--- src/fsm_pkg.sv ---
// constants and types for the clock fail monitor
package fsm_pkg;
  // ==========================================
  // register map
  localparam logic [3:0] FSM_OFS_OSC_CONTROL = 4'h0;
  localparam logic [3:0] FSM_OFS_OSC_STATUS = 4'h1;
  localparam logic [3:0] FSM_OFS_FLAG2 = 4'h2;
  localparam logic [3:0] FSM_OFS_ENABLE2 = 4'h3;
  // ==========================================
  // field positions
  localparam int FSM_CSS_LSB = 0;
  localparam int FSM_IFS_LSB = 3;
  localparam int FSM_FLAG_BIT = 7;
  localparam int FSM_IRQEN_BIT = 7;
  localparam int FSM_ST_SUT_DONE = 0;
  localparam int FSM_ST_ON_EXT = 1;
  localparam int FSM_ST_FAILSAFE = 2;
  localparam int FSM_ST_ON_INT = 3;
  localparam int FSM_ST_SAMPLE = 4;
  // ==========================================
  // reset values
  localparam logic [3:0] FSM_IFS_RESET = 4'h7;
  localparam logic [1:0] FSM_CSS_RESET = 2'h0;
  // ==========================================
  // counts
  localparam int FSM_SAMPLE_DIV = 64;
  localparam int FSM_SUT_PERIODS = 1024;
  // ==========================================
  // external clock modes, driven by configuration
  typedef enum logic [2:0] {
    FSM_MODE_SLOW_XTAL = 3'h0,
    FSM_MODE_XTAL = 3'h1,
    FSM_MODE_FAST_XTAL = 3'h2,
    FSM_MODE_EXT_IN = 3'h3,
    FSM_MODE_SEC_OSC = 3'h4,
    FSM_MODE_RES_CAP = 3'h5
  } fsm_mode_t;
  // ==========================================
  // control states
  typedef enum logic [4:0] {
    FSM_S_SUT = 5'b00001,
    FSM_S_EXT = 5'b00010,
    FSM_S_INT = 5'b00100,
    FSM_S_FAIL = 5'b01000,
    FSM_S_SLEEP = 5'b10000
  } fsm_state_t;
endpackage

--- src/fsm_clock_fail_monitor.sv ---
// clock fail monitor: failure detector, start-up timer, fallback clock select
`timescale 1ns/1ps
`default_nettype none
// What this block does
// - failure detection only after the start-up timer has expired
// - monitor works only when the monitor enable fuse is set
// - monitoring covers all external clock modes
// - sample clock is the low-frequency internal oscillator divided by 64
// - detector latch set on every falling edge of the external clock
// - detector latch cleared on every rising edge of the sample clock that brings no external falling edge
// - failure when a full sample half period passes with no external low
// - on failure switch to internal source and set the failure flag
// - flag raises an interrupt only with the irq enable bit set
// - stay internal until firmware restarts external and switch succeeds
// - fallback frequency comes from the four-bit internal frequency select
// - fail-safe cleared by reset, sleep, or a clock source select change
// - source select change restarts timer; run internal while it counts
// - on timer expiry switch to external, or to internal when css_reg bit 1 is set; fail-safe already cleared by the select change
// - a still failing external clock sets the flag again
// - start-up timer runs after wake-up and after every reset
// - external input and resistor-capacitor modes skip the start-up timer
// - monitor enable forces two-speed start-up on the internal clock
// - crystal modes count 1024 oscillator periods before use
module fsm_clock_fail_monitor
  import fsm_pkg::*;
#(
  parameter int SAMPLE_DIV = FSM_SAMPLE_DIV,
  parameter int SUT_PERIODS = FSM_SUT_PERIODS
) (
  input wire logic CLK_SYS,
  input wire logic RST_N,
  input wire logic EXT_CLK,
  input wire logic LF_OSC,
  input wire logic MONITOR_ENABLE_FUSE,
  input wire logic [2:0] CLK_MODE,
  input wire logic SLEEP_EXEC,
  input wire logic WAKE_UP,
  input wire logic [3:0] ADDR,
  input wire logic [7:0] WDATA,
  input wire logic WR,
  input wire logic RD,
  output logic [7:0] RDATA,
  output logic SEL_EXT_CLK,
  output logic SEL_INT_CLK,
  output logic [3:0] INT_FREQ_SEL,
  output logic OSC_FAIL_IRQ,
  output logic FAILSAFE_ACTIVE,
  output logic CORE_HOLD
);
  localparam int HALF_DIV = SAMPLE_DIV / 2;
  localparam int DIV_W = $clog2(HALF_DIV);
  localparam int SUT_W = $clog2(SUT_PERIODS + 1);
  localparam logic [DIV_W-1:0] DIV_LAST = DIV_W'(HALF_DIV - 1);
  localparam logic [SUT_W-1:0] SUT_LOAD = SUT_W'(SUT_PERIODS);

  // ==========================================
  // pin synchronisers
  // external clock must stay below half the system rate to be seen
  logic ext_s1_reg;
  logic ext_s2_reg;
  logic ext_d_reg;
  logic lf_s1_reg;
  logic lf_s2_reg;
  logic lf_d_reg;

  // low reset value can only fake a rising edge, never a falling one
  always_ff @(posedge CLK_SYS or negedge RST_N) begin
    if (!RST_N) begin
      ext_s1_reg <= 1'b0;
      ext_s2_reg <= 1'b0;
      ext_d_reg <= 1'b0;
    end else begin
      ext_s1_reg <= EXT_CLK;
      ext_s2_reg <= ext_s1_reg;
      ext_d_reg <= ext_s2_reg;
    end
  end

  always_ff @(posedge CLK_SYS or negedge RST_N) begin
    if (!RST_N) begin
      lf_s1_reg <= 1'b0;
      lf_s2_reg <= 1'b0;
      lf_d_reg <= 1'b0;
    end else begin
      lf_s1_reg <= LF_OSC;
      lf_s2_reg <= lf_s1_reg;
      lf_d_reg <= lf_s2_reg;
    end
  end

  wire ext_fall = ext_d_reg & ~ext_s2_reg;
  wire lf_rise = lf_s2_reg & ~lf_d_reg;

  // ==========================================
  // sample clock divider
  logic [DIV_W-1:0] div_reg;
  logic sample_reg;
  wire div_wrap = lf_rise & (div_reg == DIV_LAST);
  wire [DIV_W-1:0] div_next = div_wrap ? '0 : (lf_rise ? div_reg + 1'b1 : div_reg);
  wire sample_rise = div_wrap & ~sample_reg;
  wire sample_fall = div_wrap & sample_reg;

  always_ff @(posedge CLK_SYS or negedge RST_N) begin
    if (!RST_N) begin
      div_reg <= '0;
    end else begin
      div_reg <= div_next;
    end
  end

  always_ff @(posedge CLK_SYS or negedge RST_N) begin
    if (!RST_N) begin
      sample_reg <= 1'b0;
    end else begin
      sample_reg <= sample_reg ^ div_wrap;
    end
  end

  // ==========================================
  // fail detector latch
  logic seen_low_reg;
  // set by external falling edge, wins over clear
  wire seen_low_next = ext_fall | (seen_low_reg & ~sample_rise);
  // whole high half of the sample clock without an external low
  // decided entirely in the system clock domain
  wire fail_seen = sample_fall & ~seen_low_reg & ~ext_fall;

  always_ff @(posedge CLK_SYS or negedge RST_N) begin
    if (!RST_N) begin
      seen_low_reg <= 1'b0;
    end else begin
      seen_low_reg <= seen_low_next;
    end
  end

  // ==========================================
  // register bus decode
  logic [3:0] ifs_reg;
  logic [1:0] css_reg;
  logic flag_reg;
  logic irq_en_reg;
  wire wr_ctl = WR & (ADDR == FSM_OFS_OSC_CONTROL);
  wire wr_flag = WR & (ADDR == FSM_OFS_FLAG2);
  wire wr_en = WR & (ADDR == FSM_OFS_ENABLE2);
  wire [1:0] css_wdata = WDATA[FSM_CSS_LSB +: 2];
  // only a real change of the select bits counts
  wire css_change = wr_ctl & (css_wdata != css_reg);
  // fallback frequency held ready before any failure
  wire [3:0] ifs_next = wr_ctl ? WDATA[FSM_IFS_LSB +: 4] : ifs_reg;
  wire [1:0] css_next = wr_ctl ? css_wdata : css_reg;
  wire irq_en_next = wr_en ? WDATA[FSM_IRQEN_BIT] : irq_en_reg;

  // ==========================================
  // mode decode
  wire mode_no_sut = (CLK_MODE == FSM_MODE_EXT_IN) | (CLK_MODE == FSM_MODE_RES_CAP);
  wire want_internal = css_reg[1];

  // ==========================================
  // start-up timer
  fsm_state_t state_reg;
  fsm_state_t state_next;
  logic [SUT_W-1:0] sut_reg;
  // loaded on reset and on wake-up
  // reloaded on a source select change
  // no count in external input or resistor-capacitor mode
  // crystal modes wait 1024 oscillator periods
  wire sut_restart = css_change | (state_reg == FSM_S_SLEEP);
  wire sut_done = (sut_reg == '0);
  wire [SUT_W-1:0] sut_load = mode_no_sut ? '0 : SUT_LOAD;
  wire [SUT_W-1:0] sut_next = sut_restart ? sut_load :
                              ((ext_fall & ~sut_done) ? sut_reg - 1'b1 : sut_reg);
  logic sut_init_reg;

  // ==========================================
  // control state machine
  // no detection without the fuse
  // detection only once running on external, timer expired
  // all external modes share one detector
  wire monitor_on = MONITOR_ENABLE_FUSE & (state_reg == FSM_S_EXT);
  wire fail_hit = monitor_on & fail_seen;

  always_comb begin
    state_next = state_reg;
    unique case (state_reg)
      FSM_S_SUT: begin
        // timer expiry moves to external, or to internal when css_reg bit 1 is set
        if (sut_done & ~sut_restart & ~sut_init_reg) begin
          state_next = want_internal ? FSM_S_INT : FSM_S_EXT;
        end
      end
      FSM_S_EXT: begin
        // failure moves to the internal source
        // a still dead clock fails here again
        if (fail_hit) begin
          state_next = FSM_S_FAIL;
        end else if (css_change) begin
          state_next = FSM_S_SUT;
        end
      end
      FSM_S_INT: begin
        if (css_change) begin
          state_next = FSM_S_SUT;
        end
      end
      FSM_S_FAIL: begin
        // held internal until firmware changes source select
        if (css_change) begin
          state_next = FSM_S_SUT;
        end
      end
      FSM_S_SLEEP: begin
        if (WAKE_UP) begin
          state_next = FSM_S_SUT;
        end
      end
    endcase
    // sleep clears fail-safe from any state
    if (SLEEP_EXEC) begin
      state_next = FSM_S_SLEEP;
    end
  end

  // set wins over a software write of zero
  wire flag_next = fail_hit | (flag_reg & ~(wr_flag & ~WDATA[FSM_FLAG_BIT]));

  // ==========================================
  // control registers
  always_ff @(posedge CLK_SYS or negedge RST_N) begin
    if (!RST_N) begin
      state_reg <= FSM_S_SUT;
    end else begin
      state_reg <= state_next;
    end
  end

  always_ff @(posedge CLK_SYS or negedge RST_N) begin
    if (!RST_N) begin
      sut_reg <= '0;
    end else begin
      sut_reg <= sut_init_reg ? sut_load : sut_next;
    end
  end

  // first clock after reset loads the timer for the strapped mode
  always_ff @(posedge CLK_SYS or negedge RST_N) begin
    if (!RST_N) begin
      sut_init_reg <= 1'b1;
    end else begin
      sut_init_reg <= 1'b0;
    end
  end

  always_ff @(posedge CLK_SYS or negedge RST_N) begin
    if (!RST_N) begin
      ifs_reg <= FSM_IFS_RESET;
    end else begin
      ifs_reg <= ifs_next;
    end
  end

  always_ff @(posedge CLK_SYS or negedge RST_N) begin
    if (!RST_N) begin
      css_reg <= FSM_CSS_RESET;
    end else begin
      css_reg <= css_next;
    end
  end

  always_ff @(posedge CLK_SYS or negedge RST_N) begin
    if (!RST_N) begin
      flag_reg <= 1'b0;
    end else begin
      flag_reg <= flag_next;
    end
  end

  always_ff @(posedge CLK_SYS or negedge RST_N) begin
    if (!RST_N) begin
      irq_en_reg <= 1'b0;
    end else begin
      irq_en_reg <= irq_en_next;
    end
  end

  // ==========================================
  // glitch-free clock select
  // internal clock runs code while the timer counts
  // break before make: one cycle with neither source
  // next state, so the external select drops on the same edge as the flag
  wire want_ext = (state_next == FSM_S_EXT);
  wire sel_ext_next = want_ext & ~SEL_INT_CLK;
  wire sel_int_next = ~want_ext & ~SEL_EXT_CLK & (state_next != FSM_S_SLEEP);
  // without the fuse the core waits out the timer instead
  wire hold_next = ~MONITOR_ENABLE_FUSE & (state_next == FSM_S_SUT);
  wire irq_next = flag_next & irq_en_next;
  wire failsafe_next = (state_next == FSM_S_FAIL);

  // ==========================================
  // read mux
  // status shows timer done and the clock in use
  wire [7:0] status_word = {3'h0, sample_reg, SEL_INT_CLK, FAILSAFE_ACTIVE,
                            SEL_EXT_CLK, sut_done};
  wire [7:0] ctl_word = {1'b0, ifs_reg, 1'b0, css_reg};
  wire [7:0] flag_word = {flag_reg, 7'h00};
  wire [7:0] en_word = {irq_en_reg, 7'h00};
  wire [7:0] rd_word = (ADDR == FSM_OFS_OSC_CONTROL) ? ctl_word :
                       (ADDR == FSM_OFS_OSC_STATUS) ? status_word :
                       (ADDR == FSM_OFS_FLAG2) ? flag_word :
                       (ADDR == FSM_OFS_ENABLE2) ? en_word : 8'h00;
  wire [7:0] rdata_next = RD ? rd_word : 8'h00;

  // ==========================================
  // output registers
  // zero outside the read slot, so a stale value never shows
  always_ff @(posedge CLK_SYS or negedge RST_N) begin
    if (!RST_N) begin
      RDATA <= 8'h00;
    end else begin
      RDATA <= rdata_next;
    end
  end

  always_ff @(posedge CLK_SYS or negedge RST_N) begin
    if (!RST_N) begin
      SEL_EXT_CLK <= 1'b0;
    end else begin
      SEL_EXT_CLK <= sel_ext_next;
    end
  end

  always_ff @(posedge CLK_SYS or negedge RST_N) begin
    if (!RST_N) begin
      SEL_INT_CLK <= 1'b1;
    end else begin
      SEL_INT_CLK <= sel_int_next;
    end
  end

  always_ff @(posedge CLK_SYS or negedge RST_N) begin
    if (!RST_N) begin
      INT_FREQ_SEL <= FSM_IFS_RESET;
    end else begin
      INT_FREQ_SEL <= ifs_next;
    end
  end

  always_ff @(posedge CLK_SYS or negedge RST_N) begin
    if (!RST_N) begin
      OSC_FAIL_IRQ <= 1'b0;
    end else begin
      OSC_FAIL_IRQ <= irq_next;
    end
  end

  always_ff @(posedge CLK_SYS or negedge RST_N) begin
    if (!RST_N) begin
      FAILSAFE_ACTIVE <= 1'b0;
    end else begin
      FAILSAFE_ACTIVE <= failsafe_next;
    end
  end

  always_ff @(posedge CLK_SYS or negedge RST_N) begin
    if (!RST_N) begin
      CORE_HOLD <= 1'b0;
    end else begin
      CORE_HOLD <= hold_next;
    end
  end
endmodule
`default_nettype wire

--- config.mk ---
export PLATFORM = sky130hd
export DESIGN_NAME = fsm_clock_fail_monitor
export DESIGN_NICKNAME = d
export VERILOG_FILES = /design/src/fsm_pkg.sv /design/src/fsm_clock_fail_monitor.sv
export SDC_FILE = /design/constraint.sdc
export NUM_CORES = 1
export LEC_CHECK = 0
export BUFFER_PORTS_ARGS = -buffer_cell sky130_fd_sc_hd__buf_2
export CAP_MARGIN = 20
export CORE_ASPECT_RATIO = 1.2
export CORE_MARGIN = 10
export CORE_UTILIZATION = 45
export DETAILED_ROUTE_END_ITERATION = 12
export PLACE_DENSITY = 0.65
export SETUP_SLACK_MARGIN = 0.5
export SYNTH_ARGS = -nofsm -noshare
export SYNTH_HDL_FRONTEND = slang
export SYNTH_SLANG_ARGS = --single-unit
--- constraint.sdc ---
create_clock -name CLK_SYS -period 3.09 [get_ports CLK_SYS]
set_input_delay 0.1545 -clock CLK_SYS [delete_from_list [all_inputs] [get_ports CLK_SYS]]
set_output_delay 0.1545 -clock CLK_SYS [all_outputs]
set_load 0.005 [all_outputs]
Word-level counts from Yosys, hierarchy flattened
Index checks and enable logic that the tools add are counted.
{"block": "op_classes", "n_addsub": 2, "mul": 0, "div_mod_pow": 0, "n_lt_le_gt_ge": 0, "n_eq_ne": 16, "shifts": 0, "muxes": 19, "bitwise": 44, "reduce_logical": 5}
{"cell": "$mux 11", "n": 4}
{"cell": "$mux 8", "n": 5}
{"cell": "$mux 5", "n": 7}
{"cell": "$and 1x1->1", "n": 24}
{"cell": "$pmux 5 s4", "n": 1}
{"cell": "$not 1->1", "n": 15}
{"cell": "$logic_not 11->1", "n": 1}
{"cell": "$sub 11x1->11 const B", "n": 1}
{"cell": "$eq 5x1->1 const B", "n": 2}
{"cell": "$eq 5x2->1 const B", "n": 2}
{"cell": "$eq 5x4->1 const B", "n": 2}
{"cell": "$eq 5x5->1 const B", "n": 2}
{"cell": "$eq 4x2->1 const B", "n": 2}
{"cell": "$add 5x1->5 const B", "n": 1}
{"cell": "$eq 5x3->1 const B", "n": 1}
{"cell": "$ne 5x5->1 const B", "n": 1}
{"cell": "$eq 4x1->1 const B", "n": 1}
{"cell": "$logic_not 4->1", "n": 1}
{"cell": "$or 1x1->1", "n": 4}
{"cell": "$eq 3x2->1 const B", "n": 1}
{"cell": "$eq 3x3->1 const B", "n": 1}
{"cell": "$mux 3", "n": 1}
{"cell": "$reduce_bool 3->1", "n": 1}
{"cell": "$ne 2x2->1", "n": 1}
{"cell": "other kinds (4)", "n": 4}
{"block": "word_totals", "regBits": 51, "latchBits": 0, "ramBits": 0, "rom_bits": 0, "output_inout_bits": 17, "word_cells": 108, "memories": 0}

Depth between registers and ports, before layout
{"block": "logic_depth", "ltp_word": 14, "ltp_mapped": 12, "mapped_depth_nobuf": 12}

Least setup slack after synthesis
No wires, ideal clock.
{"block": "synth_path", "kind": "reg2reg", "start": "register div_reg[0]", "end": "register CORE_HOLD", "setup_time_ps": 68, "arrival_time_ps": 2082, "t_required_ps": 3022, "path_slack_ps": 940, "stages_incl_launch_ff": 13, "path_buffers": 0, "period_less_slack_ps": 2150, "path_cell_list": "dfrtp_1 -> ha_1 -> and3_1 -> ha_1 -> inv_1 -> nor2_1 -> ha_1 -> nand3b_1 -> nor3b_1 -> a31oi_1 -> o2bb2ai_1 -> nor4b_1 -> and4_1"}
{"block": "synth_via", "elab_chain_len": 11}
{"element": "start, declared", "line": "fsm_clock_fail_monitor.sv:96", "text": "logic [DIV_W-1:0] div_reg;"}
{"element": "start signal, assigned", "line": "fsm_clock_fail_monitor.sv:107", "text": "div_reg <= div_next;"}
{"element": "$eq 5x5->1", "line": "fsm_clock_fail_monitor.sv:98", "text": "wire div_wrap = lf_rise & (div_reg == DIV_LAST);"}
{"element": "$and 1x1->1", "line": "fsm_clock_fail_monitor.sv:98"}
{"element": "$and 1x1->1", "line": "fsm_clock_fail_monitor.sv:101", "text": "wire sample_fall = div_wrap & sample_reg;"}
{"element": "$and 1x1->1 (2 in a row)", "line": "fsm_clock_fail_monitor.sv:126", "text": "wire fail_seen = sample_fall & ~seen_low_reg & ~ext_fall;"}
{"element": "$and 1x1->1", "line": "fsm_clock_fail_monitor.sv:180", "text": "wire fail_hit = monitor_on & fail_seen;"}
{"element": "$mux 5", "line": "fsm_clock_fail_monitor.sv:194", "text": "if (fail_hit) begin"}
{"element": "$pmux 5 s4", "line": "fsm_clock_fail_monitor.sv:184", "text": "unique case (state_reg)"}
{"element": "$mux 5", "line": "fsm_clock_fail_monitor.sv:218", "text": "if (SLEEP_EXEC) begin"}
{"element": "net state_next[3]", "line": "fsm_clock_fail_monitor.sv:161", "text": "fsm_state_t state_next;"}
{"element": "$eq 5x1->1", "line": "fsm_clock_fail_monitor.sv:294", "text": "wire hold_next = ~MONITOR_ENABLE_FUSE & (state_next == FSM_S_SUT);"}
{"element": "$and 1x1->1", "line": "fsm_clock_fail_monitor.sv:294"}
{"element": "net hold_next", "line": "fsm_clock_fail_monitor.sv:294"}
{"element": "end signal, assigned", "line": "fsm_clock_fail_monitor.sv:367", "text": "CORE_HOLD <= hold_next;"}
{"element": "end, declared", "line": "fsm_clock_fail_monitor.sv:48", "text": "output logic CORE_HOLD"}
The timed path passes the listed nets, and every way through them passes these cells.
A chain may end at the register's enable or synchronous reset.

Final worst setup path
Same ends and word-level chain as after synthesis.

==> flow_summary.toml <==
[outcome]
status = "completed"

[flow_run]
maxCapViolCount = 0

[worst_setup_path]
cp_slowest_cell = "dfrtp_1"
cpMostUsedCell = "ha_1"
worstSetupPathType = "reg2reg"
worstPathCellList = "ha_1, and3_1, ha_1, inv_1, nor2_1, ha_1, nand3b_1, nor3b_2, a31oi_1, o2bb2ai_1, nor4b_1, and4_1"
startpoint_type = "flop"
crit_required_ns = 3.33
max_stage_delay_ns = 0.42
critPathMaxFanout = 4
critPathArrivalTime_ns = 2.67
critPathCaptureType = "flop"

[detailed_routing]
avgRoutedWirePerCell_um = 15.0
ant_nets = 0
first_pass_iters = 4
routed_via_density = 5.34
drt-initial-drc-count = 56
drc_errors = 0
via_count = 1774
routed_wl_um = 4970

[floorplanning]
core_area_sq_um = 5230
die_w_um = 86.6
io_pins = 41
fp.dieArea_sq_um = 8660
die_h_um = 99.9
start_util_pct = 45.9
rows = 29

[clock_tree]
cts.path.max_buffers = 2
clk_pin_slew_worst_paths_ns = 0.10
cts_post_setup_buffers_inserted = 0
cts_buffers = 5
cts_tree = "built"
cts.sinks = 51
clock_latency_ns = 0.31
cts_max_level = 2
cts_root_buf = "clkbuf_8"

[synthesis]
synth-seq-cells = 51
ys_seq_area_share_pct = 53.6
async_flop_share_pct = 100
synthTopCellsByArea = "dfrtp_1, dfstp_2, mux2_2, nor2_1, ha_1"
synth_warnings = 0
synth_common_cells = "dfrtp_1, nor2_1, inv_1, nor3_1, o21ai_0"
syn-cell-area_sq_um = 2400
syn_inst = 228
synthFlopType = "dfrtp_1"
synth_top_area_share_pct = 47.0
avgSynthCellArea_sq_um = 10.5
synth_edf_count = 0
synth_top_cell_by_area = "dfrtp_1"
yosysMostFrequentCell = "dfrtp_1"
syn-num-nets = 258
synthDistinctLibCells = 44

[layout]
antenna_cells = 0
drive_above_1_share_pct = 25.9
final_nets = 299
largest_reg_flops = 11
syn_to_final_growth_pct = 15.6

[sta]
worst_pin_slew_ns = 0.682
period_needed_ns = 2.42
hold_slack_ns = 0.0733
rsz0062_at_grt = "false"
worst_slack_ns = 0.667
maxSlewHeadroom_pct = 54.5
slew_violations = 0
skew_ns = 0.00917
hold_violations = 0
clock.fmax_ghz = 0.413
period_share_pct = 78.4
tns_ns = 0
finalSetupViolCount = 0

[grt]
grt_pass1_wl_um = 8220
antenna_found_initial = 0
overflow = 0
grt_pass1_vias = 1790
grt_max_degree = 32
globalRouteTotalUtil_pct = 11.5

[placed_design]
io_buffers = 39
dp_hpwl_um = 3620
post-place-ws_ns = 0.648
gp_congestion = 0.863

[pwr]
power_leakage_nw = 1.32
powerDensity_nw_per_um2 = 543
vdd_drop_max_uv = 333

[worst_hold_path]
min_path_type = "in2reg"
## final timing paths
| check | startpoint | to | slack, ns | cells after the start |
|---|---|---|---|---|
| worst min-delay path | WDATA[6] | INT_FREQ_SEL[3] | 0.07 | 2 |
| worst max-delay path | div_reg[0] | CORE_HOLD | 0.67 | 12 |
| max in group asynchronous | RST_N | SEL_INT_CLK | 1.87 | 3 |
| worst max register to register | div_reg[0] | CORE_HOLD | 0.67 | 12 |
| min in group asynchronous | RST_N | RDATA[5] | 0.41 | 2 |
| worst min register to register | lf_s1_reg | lf_s2_reg | 0.37 | 0 |
## cell families (layout without fill, tap and decap cells)
logic type,Yosys count,in the layout,synth area share [%]
XOR/XNOR,11,11,4.02
flip-flops,51,51,53.6
adder cells (fa/ha/maj),6,6,3.13
buffers and inverters,21,63,3.34
AO/OA/AOI/OAI,35,35,9.03
AND/OR/NAND/NOR,88,88,19.9
multiplexers,15,15,6.79
other,1,1,0.157
## area by class of cell
class,instances,area [sq um]
Clock buffer,5,68.8
Clock inverter,3,20.0
Fill cell,489,2450
Inverter,12,45.0
Multi-Input combinational cell,156,1040
Sequential cell,51,1280
Tap cell,62,77.6
Timing Repair Buffer,43,233
## critical path, delay by kind of cell (launching register included)
family / cells / cell delay, ns
buffers and inverters: 1 / 0.09
adder cells (fa/ha/maj): 3 / 0.63
AND/OR/NAND/NOR: 6 / 0.89
AO/OA/AOI/OAI: 2 / 0.33
flip-flops: 1 / 0.42
## power by group
group	internal (mW)	leakage, nW	switching (mW)	total, mW
logic	0.147	0.642	0.153	0.300
registers	0.752	0.641	0.0672	0.819
clock network	0.158	0.0402	0.227	0.385
total	1.06	1.32	0.447	1.50
## per-stage QoR
step	total power, mW	utilization, %	std cells	area, sq um
after global placement	1.12	50.6	321	2640
after floorplan	1.03	-	228	2400
after CTS	1.52	52.8	332	2760
after detailed placement	1.13	50.6	321	2640
after global routing	1.60	53.0	332	2770
final	1.50	53.0	332	2770
## cell usage in the layout, fill, tap and decap left out, drive strengths merged, types with 2 or more instances in the layout
cell type    synthesis  layout
or2                  2       2
buf                  1      40
dlygate4sd3          0       3
or4                  3       3
a21o                 3       3
or3                  6       6
nand3                9       9
xor2                 6       6
nor3                12      12
clkbuf               8       5
dfstp                6       6
a21oi                9       9
ha                   6       6
inv                 12      12
nor4                 3       3
xnor2                5       5
mux2                10      10
nor3b                5       5
nand2                8       8
nor4b                3       3
dfrtp               45      45
clkinvlp             0       2
and3                 3       3
nor2                24      24
mux2i                5       5
nand2b               3       3
o21ai               11      11
a211oi               3       3
and4                 2       2
## what timing repair did
action,4_1_cts,5_1_grt
hold buffers,3,0
hold endpoints to repair,28,0
gates resized for setup,0,3
endpoints found under the setup margin,0,1
## layer usage
metal	part of all wire, %	global-route usage (%)
met5	0	0
met4	1.3	3.75
met1	44	13.6
met2	50	19.4
met3	5.2	3.57
(Power assumes the default switching activity.)
